## config.mk

```make
export PLATFORM = sky130hd
export DESIGN_NAME = rtcia_slave
export DESIGN_NICKNAME = d
export VERILOG_FILES = /design/src/common/rtcia_pkg.sv /design/src/common/rtcia_wr_if.sv /design/src/rtcia_slave.sv /design/src/rtcia_fifo.sv
export VERILOG_INCLUDE_DIRS = /design/src /design/src/common
export SDC_FILE = /design/constraint.sdc
export NUM_CORES = 1
export LEC_CHECK = 0
export ABC_AREA = 1
export CAP_MARGIN = 20
export CORE_ASPECT_RATIO = 0.9
export CORE_UTILIZATION = 57
export DETAILED_ROUTE_END_ITERATION = 8
export DONT_BUFFER_PORTS = 1
export PLACE_DENSITY = 0.75
export SLEW_MARGIN = 20
export SYNTH_ARGS = -nofsm -noshare
export SYNTH_HDL_FRONTEND = slang
export SYNTH_HIERARCHICAL = 1
export SYNTH_SLANG_ARGS = --single-unit
```

## constraint.sdc

```tcl
create_clock -name clock -period 2.7 [get_ports clock]
set_clock_uncertainty 0.2 [all_clocks]
set_input_delay 0.135 -clock clock [delete_from_list [all_inputs] [get_ports clock]]
set_output_delay 0.135 -clock clock [all_outputs]
set_load 0.01 [all_outputs]
```

## src/common/rtcia_defs.svh

```systemverilog
/*
  Constants of the two-wire register access slave: bus identifier, map size, FIFO shape.
  Assumes inclusion by bare name from design files.
*/
`ifndef RTCIA_DEFS_SVH
`define RTCIA_DEFS_SVH
// Arbitrary bus identifier; boards override it
`define RTCIA_DEV_ID 7'h35
`define RTCIA_REG_TOP 8'h13
`define RTCIA_REG_COUNT 20
`define RTCIA_PTR_RESET 8'h00
`define RTCIA_FIFO_DEPTH 4
`define RTCIA_FIFO_WIDTH 16
`endif

```

## src/common/rtcia_pkg.sv

```systemverilog
/*
  Types of the two-wire register access slave.
  Assumes nothing of its surroundings.
*/
package rtcia_pkg;
  typedef logic [7:0] rtcia_byte_t;
  typedef enum logic [2:0] {
    RTCIA_IDLE = 3'b000,
    RTCIA_RECV = 3'b001,
    RTCIA_ACK = 3'b010,
    RTCIA_SEND = 3'b011,
    RTCIA_MACK = 3'b100,
    RTCIA_IGNORE = 3'b101
  } rtcia_state_t;
endpackage

```

## src/common/rtcia_wr_if.sv

```systemverilog
/*
  Write stream between the bus slave and its write FIFO.
  Assumes a single clock shared by both ends.
*/
`timescale 1ns/1ps
interface rtcia_wr_if #(parameter int WIDTH = 16);
  logic valid;
  logic ready;
  logic [WIDTH-1:0] data;
  modport source (output valid, output data, input ready);
  modport sink (input valid, input data, output ready);
endinterface

```

## src/rtcia_slave.sv

```systemverilog
/*
  Two-wire bus slave giving register access to the clock, control and user registers.
  Assumes bus pins are asynchronous to clock; clock far faster than the bus clock.
  Register writes pass a FIFO to the register store, which is always ready and takes one each clock cycle.
*/
`timescale 1ns/1ps
`include "rtcia_defs.svh"
// Contract
// - Write: id, address, data, each acknowledged
// - After stop, return idle awaiting start
// - Acknowledge id, address, second id
// - Keep sending while master acknowledges
// - Pointer loaded from address, increments per byte
// - Pointer wraps from 13h to 00h
// - Match seven upper bits; eighth selects direction
// - All bytes most significant bit first
// - Pointer cleared to zero at reset
// - Receiver pulls data low in ninth clock
module rtcia_slave #(
  parameter logic [6:0] DEV_ID = `RTCIA_DEV_ID, // Arbitrary default
  parameter int REG_COUNT = `RTCIA_REG_COUNT
) (
  input wire logic clock,
  input wire logic reset,
  input wire logic sclIn,
  input wire logic sdaIn,
  output logic sdaOut,
  output logic sdaOe,
  output logic [7:0] regPointer,
  output logic busBusy
);
  import rtcia_pkg::*;

  logic [2:0] sclSync, sdaSync;
  logic sclPrev, sdaPrev;
  logic sclRise, sclFall, startSeen, stopSeen;
  rtcia_state_t state, next_state;
  rtcia_byte_t shiftReg, next_shiftReg;
  logic [3:0] bitCount, next_bitCount;
  logic [1:0] byteIdx, next_byteIdx;
  logic readMode, next_readMode;
  logic nackPending, next_nackPending;
  logic [7:0] pointer, next_pointer;
  logic next_sdaOe, next_busBusy;
  rtcia_byte_t regs [REG_COUNT];
  logic fifoOutValid;
  logic [15:0] fifoOutData;
  logic [15:0] next_wrData;
  logic next_wrValid, wrValid;
  logic [15:0] wrData;
  rtcia_wr_if #(.WIDTH(`RTCIA_FIFO_WIDTH)) wrBus ();

  assign wrBus.valid = wrValid;
  assign wrBus.data = wrData;

  rtcia_fifo #(.WIDTH(`RTCIA_FIFO_WIDTH), .DEPTH(`RTCIA_FIFO_DEPTH)) writeFifo (
    .clock(clock),
    .reset(reset),
    .inPort(wrBus.sink),
    .outValid(fifoOutValid),
    .outReady(1'b1),
    .outData(fifoOutData)
  );

  // Pins pass three flops; only the second and third stages are read
  always_ff @(posedge clock) begin
    if (reset) begin
      sclSync <= 3'h7;
      sdaSync <= 3'h7;
    end else begin
      sclSync <= {sclSync[1:0], sclIn};
      sdaSync <= {sdaSync[1:0], sdaIn};
    end
  end

  always_comb begin
    sclPrev = sclSync[2];
    sdaPrev = sdaSync[2];
    sclRise = sclSync[1] && !sclPrev;
    sclFall = !sclSync[1] && sclPrev;
    startSeen = sclSync[1] && sclPrev && sdaPrev && !sdaSync[1];
    stopSeen = sclSync[1] && sclPrev && !sdaPrev && sdaSync[1];
  end

  function automatic logic [7:0] rtcia_next_ptr(input logic [7:0] p);
    rtcia_next_ptr = (p == `RTCIA_REG_TOP) ? 8'h00 : p + 8'h01;
  endfunction

  always_comb begin
    next_state = state;
    next_shiftReg = shiftReg;
    next_bitCount = bitCount;
    next_byteIdx = byteIdx;
    next_readMode = readMode;
    next_nackPending = nackPending;
    next_pointer = pointer;
    next_sdaOe = sdaOe;
    next_busBusy = busBusy;
    next_wrValid = 1'b0;
    next_wrData = wrData;
    if (stopSeen) begin
      next_state = RTCIA_IDLE;
      next_sdaOe = 1'b0;
      next_busBusy = 1'b0;
    end else if (startSeen) begin
      // Repeated start keeps the pointer set by the dummy write
      next_state = RTCIA_RECV;
      next_bitCount = 4'h0;
      next_byteIdx = 2'h0;
      next_sdaOe = 1'b0;
      next_busBusy = 1'b1;
    end else begin
      case (state)
        RTCIA_IDLE, RTCIA_IGNORE: begin
          next_sdaOe = 1'b0;
        end
        RTCIA_RECV: begin
          if (sclRise) begin
            next_shiftReg = {shiftReg[6:0], sdaSync[1]};
            next_bitCount = bitCount + 4'h1;
          end else if (sclFall && bitCount == 4'h8) begin
            next_bitCount = 4'h0;
            next_state = RTCIA_ACK;
            next_sdaOe = 1'b1;
            next_nackPending = 1'b0;
            if (byteIdx == 2'h0) begin
              next_readMode = shiftReg[0];
              if (shiftReg[7:1] != DEV_ID) begin
                next_state = RTCIA_IGNORE;
                next_sdaOe = 1'b0;
              end
            end else if (byteIdx == 2'h1) begin
              next_pointer = shiftReg;
            end else begin
              // Data byte; a fourth byte is refused with a released ack
              if (byteIdx == 2'h2 && wrBus.ready) begin
                next_wrValid = 1'b1;
                next_wrData = {pointer, shiftReg};
                next_pointer = rtcia_next_ptr(pointer);
              end else begin
                next_sdaOe = 1'b0;
                next_nackPending = 1'b1;
              end
            end
          end
        end
        RTCIA_ACK: begin
          // Ack held through the ninth clock
          if (sclFall) begin
            next_sdaOe = 1'b0;
            if (nackPending) begin
              next_state = RTCIA_IGNORE;
            end else if (byteIdx == 2'h0 && readMode) begin
              next_state = RTCIA_SEND;
              next_shiftReg = regs[pointer[4:0]];
              next_sdaOe = !regs[pointer[4:0]][7];
              next_bitCount = 4'h1;
            end else begin
              next_state = RTCIA_RECV;
              next_byteIdx = (byteIdx == 2'h3) ? byteIdx : byteIdx + 2'h1;
            end
          end
        end
        RTCIA_SEND: begin
          if (sclFall) begin
            if (bitCount == 4'h8) begin
              next_sdaOe = 1'b0;
              next_state = RTCIA_MACK;
              next_pointer = rtcia_next_ptr(pointer);
            end else begin
              next_shiftReg = {shiftReg[6:0], 1'b0};
              next_sdaOe = !shiftReg[6];
              next_bitCount = bitCount + 4'h1;
            end
          end
        end
        RTCIA_MACK: begin
          if (sclRise) begin
            // Master ack low keeps the stream going
            next_nackPending = sdaSync[1];
          end else if (sclFall) begin
            if (nackPending) begin
              next_state = RTCIA_IGNORE;
            end else begin
              next_state = RTCIA_SEND;
              next_shiftReg = regs[pointer[4:0]];
              next_sdaOe = !regs[pointer[4:0]][7];
              next_bitCount = 4'h1;
            end
          end
        end
        default: begin
          next_state = RTCIA_IDLE;
          next_sdaOe = 1'b0;
        end
      endcase
    end
  end

  always_ff @(posedge clock) begin
    if (reset) begin
      state <= RTCIA_IDLE;
      shiftReg <= 8'h00;
      bitCount <= 4'h0;
      byteIdx <= 2'h0;
      readMode <= 1'b0;
      nackPending <= 1'b0;
      pointer <= `RTCIA_PTR_RESET;
      sdaOe <= 1'b0;
      busBusy <= 1'b0;
      wrValid <= 1'b0;
      wrData <= 16'h0000;
    end else begin
      state <= next_state;
      shiftReg <= next_shiftReg;
      bitCount <= next_bitCount;
      byteIdx <= next_byteIdx;
      readMode <= next_readMode;
      nackPending <= next_nackPending;
      pointer <= next_pointer;
      sdaOe <= next_sdaOe;
      busBusy <= next_busBusy;
      wrValid <= next_wrValid;
      wrData <= next_wrData;
    end
  end

  // Register store; out-of-map addresses are dropped
  always_ff @(posedge clock) begin
    if (reset) begin
      for (int i = 0; i < REG_COUNT; i++) begin
        regs[i] <= 8'h00;
      end
    end else if (fifoOutValid && fifoOutData[15:8] <= `RTCIA_REG_TOP) begin
      regs[fifoOutData[12:8]] <= fifoOutData[7:0];
    end
  end

  always_ff @(posedge clock) begin
    if (reset) begin
      sdaOut <= 1'b0;
      regPointer <= `RTCIA_PTR_RESET;
    end else begin
      sdaOut <= 1'b0;
      regPointer <= pointer;
    end
  end
endmodule

```

## src/rtcia_fifo.sv

```systemverilog
/*
  Small valid/ready FIFO, parameterised in width and depth.
  Assumes one clock, synchronous active-high reset, depth a power of two.
*/
`timescale 1ns/1ps
module rtcia_fifo #(
  parameter int WIDTH = 16,
  parameter int DEPTH = 4
) (
  input wire logic clock,
  input wire logic reset,
  rtcia_wr_if.sink inPort,
  output logic outValid,
  input wire logic outReady,
  output logic [WIDTH-1:0] outData
);
  localparam int AW = $clog2(DEPTH);
  logic [WIDTH-1:0] mem [DEPTH];
  logic [AW:0] wrPtr, rdPtr, next_wrPtr, next_rdPtr;
  logic full, empty, doWrite, doRead;

  always_comb begin
    full = (wrPtr[AW] != rdPtr[AW]) && (wrPtr[AW-1:0] == rdPtr[AW-1:0]);
    empty = (wrPtr == rdPtr);
    inPort.ready = !full;
    outValid = !empty;
    outData = mem[rdPtr[AW-1:0]];
    doWrite = inPort.valid && !full;
    doRead = outReady && !empty;
    next_wrPtr = doWrite ? wrPtr + 1'b1 : wrPtr;
    next_rdPtr = doRead ? rdPtr + 1'b1 : rdPtr;
  end

  always_ff @(posedge clock) begin
    if (reset) begin
      wrPtr <= '0;
      rdPtr <= '0;
    end else begin
      wrPtr <= next_wrPtr;
      rdPtr <= next_rdPtr;
    end
    if (doWrite) begin
      mem[wrPtr[AW-1:0]] <= inPort.data;
    end
  end
endmodule

```

==> reports/metrics.yaml <==
placement:
  place.gp.congestion: 0.911
  dp_slack_ns: -0.0395
  dpl_cell_area_um2: 17800
  port_buffers: 0
  dpl.cell_count: 2119
  hpwl_mm: 24.4
critical_path:
  r2r-end: "regs[3][2]"
  max_stage_delay_ns: 0.39
  path_buf_inv: 3
  cp_top_family: "simple AND/OR/NAND/NOR gates"
  cp_data_required_time_ns: 2.69
  r2r_slack_ns: 0.17
  crit_fanout: 26
  cp_slowest_cell: "o22ai_1"
  cp.arrival_ns: 2.52
  cp_common_cell: "nand2_1"
  cp-end-kind: "flip-flop"
  crit_type: "reg -> reg"
  crit_chain: "inv_2 -> buf_6 -> o21ai_0 -> o22ai_1 -> nand2_1 -> inv_1 -> nand3_1 -> nand2_1"
  critPathLaunchType: "flip-flop"
  rr_worst_depth: 8
power_and_ir_drop:
  p_int_mw: 10.6
  switching_share_pct: 24.1
  cellLeakagePower_nw: 7.38
  vdd_drop_max_mv: 0.617
  switchingPower_mw: 3.35
  power_frac_clock_pct: 39.3
  power-per-cell-area_nw_per_um2: 723
  p_seq_share_pct: 50.5
  total_power_mw: 13.9
  p_comb_share_pct: 10.2
floorplan:
  core_um2: 28900
  die_area_um2: 30100
  initial_utilization_pct: 58.0
  rows: 59
  io_pins: 15
  die_w_um: 183
  dieHeight_um: 165
yosys:
  netlist_top_cells_area: "edfxtp_1 (57%), dfxtp_1 (8.7%), nor2_1 (8.3%)"
  synth_ff_type: "edfxtp_1"
  yosysTopAreaCellShare_pct: 57.4
  synthCells: 1643
  async_flop_share_pct: 0
  ys_types: 39
  ys_seq_elements: 393
  syn_avg_cell_area_um2: 10.2
  yosysTopAreaCell: "edfxtp_1"
  synth_edf_count: 320
  ys_seq_area_share_pct: 66.1
  yosys_warnings: 6
  synth_area_um2: 16700
sta:
  fmax_ghz: 0.395
  hold_viol: 0
  setup_slack_ns: 0.170
  period_share_pct: 93.7
  maxSlewHeadroom_pct: 36.6
  rsz0062_at_grt: "false"
  setup_viol: 0
  drv_slew: 0
  tightest_slew_ns: 0.950
  min_period_ns: 2.53
cts:
  cts_made_buffers: 40
  postCtsSetupRepairBufs: 0
  htreeDepth: 2
  path_clk_slew_ns: 0.06
  cts.sinks: 393
  clockBufferDepth: 3
  cts-root-buf: "clkbuf_16"
  tritoncts: "done"
  clk-insertion-delay-late_ns: 0.53
finish:
  antenna_cells: 0
  nNetsFinal: 1784
  syn_to_final_growth_pct: 14.9
  instances_no_fill: 2193
  postLayoutCellArea_um2: 19200
  fin_util_pct: 66.7
  drive_gt1_share_pct: 9.46
global_route:
  grt.overflow.total: 0
  grt_pass1_vias: 11500
  grt_usage_pct: 26.5
  antenna_found_initial: 0
  grt_max_degree: 84
  grt_pass1_wl_mm: 60.8
detailed_routing:
  drtAntennaViolNets: 0
  wl_per_cell_um: 17.7
  dr.pass1.iters: 5
  via_per_inst: 5.53
  drt_iter0_markers: 1262
  post-route-drc-count: 0
  wl_mm: 38.7
  via_count: 12100
run:
  drv_cap: 0
min_path:
  holdPathStages: 2
  whs_endpoint: "sdaSync[0]"
  hp-start: "sdaIn"
  hold_path_class: "in -> reg"
run_status:
  status: "finished clean"
==> power groups by stage <==
stage | registers (mW) | logic [mW] | clock network, mW
after global routing | 7.05 | 1.58 | 5.74
after floorplan | 7.10 | 0.930 | 0
final | 7.02 | 1.42 | 5.46
after global placement | 7.14 | 1.34 | 0
after CTS | 7.02 | 1.39 | 5.51
after detailed placement | 7.15 | 1.37 | 0
==> per-layer routing <==
| metal | track usage [%] | part of all wire [%] | up-vias |
|---|---|---|---|
| met4 | 10.7 | 3.8 | 0 |
| met5 | 0 | 0 | - |
| li1 | - | - | 5819 |
| met1 | 35.3 | 41 | 5716 |
| met2 | 43.7 | 48 | 484 |
| met3 | 4.34 | 7.4 | 107 |
==> cell usage in the layout (no fill, tap or decap), types with 4 or more instances in the layout <==
cell type  count
nor3_1         9
nand2_1      208
a21oi_1       74
o31ai_1        8
inv_1         83
edfxtp_1     320
a211oi_1       7
nor2_2         4
buf_4         64
nand3_1      106
ha_1          12
bufinv_16      4
o22ai_1       18
o211ai_1      35
dfxtp_1       71
clkinv_1       5
nor2_1       371
nand2_2       19
clkbuf_16     42
conb_1       102
o221ai_1       7
inv_2          4
o21ai_1        6
buf_12         6
clkinv_2       8
or2_2          4
o21ai_0      160
clkbuf_1      10
==> repair_timing <==
action | CTS | global route
endpoints found under the hold margin | 39 | 0
hold buffers | 3 | 0
resized for setup | 1 | 21
setup endpoints to repair | 24 | 257
==> cell usage after synthesis (6+ instances only) <==
library cell    n
a211oi_1        7
a21oi_1        74
buf_2          31
clkbuf_1       55
dfxtp_1        73
edfxtp_1      320
ha_1           12
inv_1          84
nand2_1       225
nand3_1       106
nor2_1        372
nor3_1         10
o211ai_1       35
o21ai_0       160
o21ai_1         6
o221ai_1        7
o22ai_1        19
o31ai_1         8
==> metrics by stage <==
step / TNS [ns] / hold WS, ns
floorplan: 0 / 0.0388
global placement: 0 / 0.00766
detailed placement: -0.849 / 0.00850
CTS: 0 / 0.0252
global route: 0 / 0.0512
finish: 0 / 0.0607
==> kinds of logic after synthesis <==
| logic type | after synthesis | synth area share (%) |
|---|---|---|
| compound gates | 322 | 10.8 |
| xor+xnor | 2 | 0.105 |
| fa+ha+maj | 12 | 0.896 |
| buf+inv | 180 | 4.30 |
| flops | 393 | 66.1 |
| other cells | 2 | 0.0448 |
| simple gates | 732 | 17.8 |
==> state kept, by name, summed over array words and instances (netlist names), 4 cells and up, named ones only <==
register       count
pointer            8
writeFifo/mem     64
shiftReg           8
regs             256
regPointer         8
wrBus.data        16
bitCount           4
==> worst max path at each step <==
stage,from,to,slack (ns),depth (start not counted)
after floorplan,flip-flop,regs[8][0],0.09,9
after global placement,flip-flop,regs[16][3],0.02,11
after detailed placement,flip-flop,regs[8][5],-0.04,11
after CTS,flip-flop,regs[14][0],0.02,12
after global routing,flip-flop,regs[3][2],0.02,8
final,flip-flop,regs[3][2],0.17,8
==> cell type report <==
| type | instances | area [µm²] |
|---|---|---|
| fillers | 2176 | 9620 |
| well taps | 396 | 495 |
| inverters | 89 | 337 |
| repair buffers | 74 | 642 |
| clock buffers | 54 | 1120 |
| multi-input cells | 1170 | 5390 |
| flip-flops and latches | 393 | 11100 |
| clock inverters | 17 | 185 |
Power figures use the tool's default switching activity.
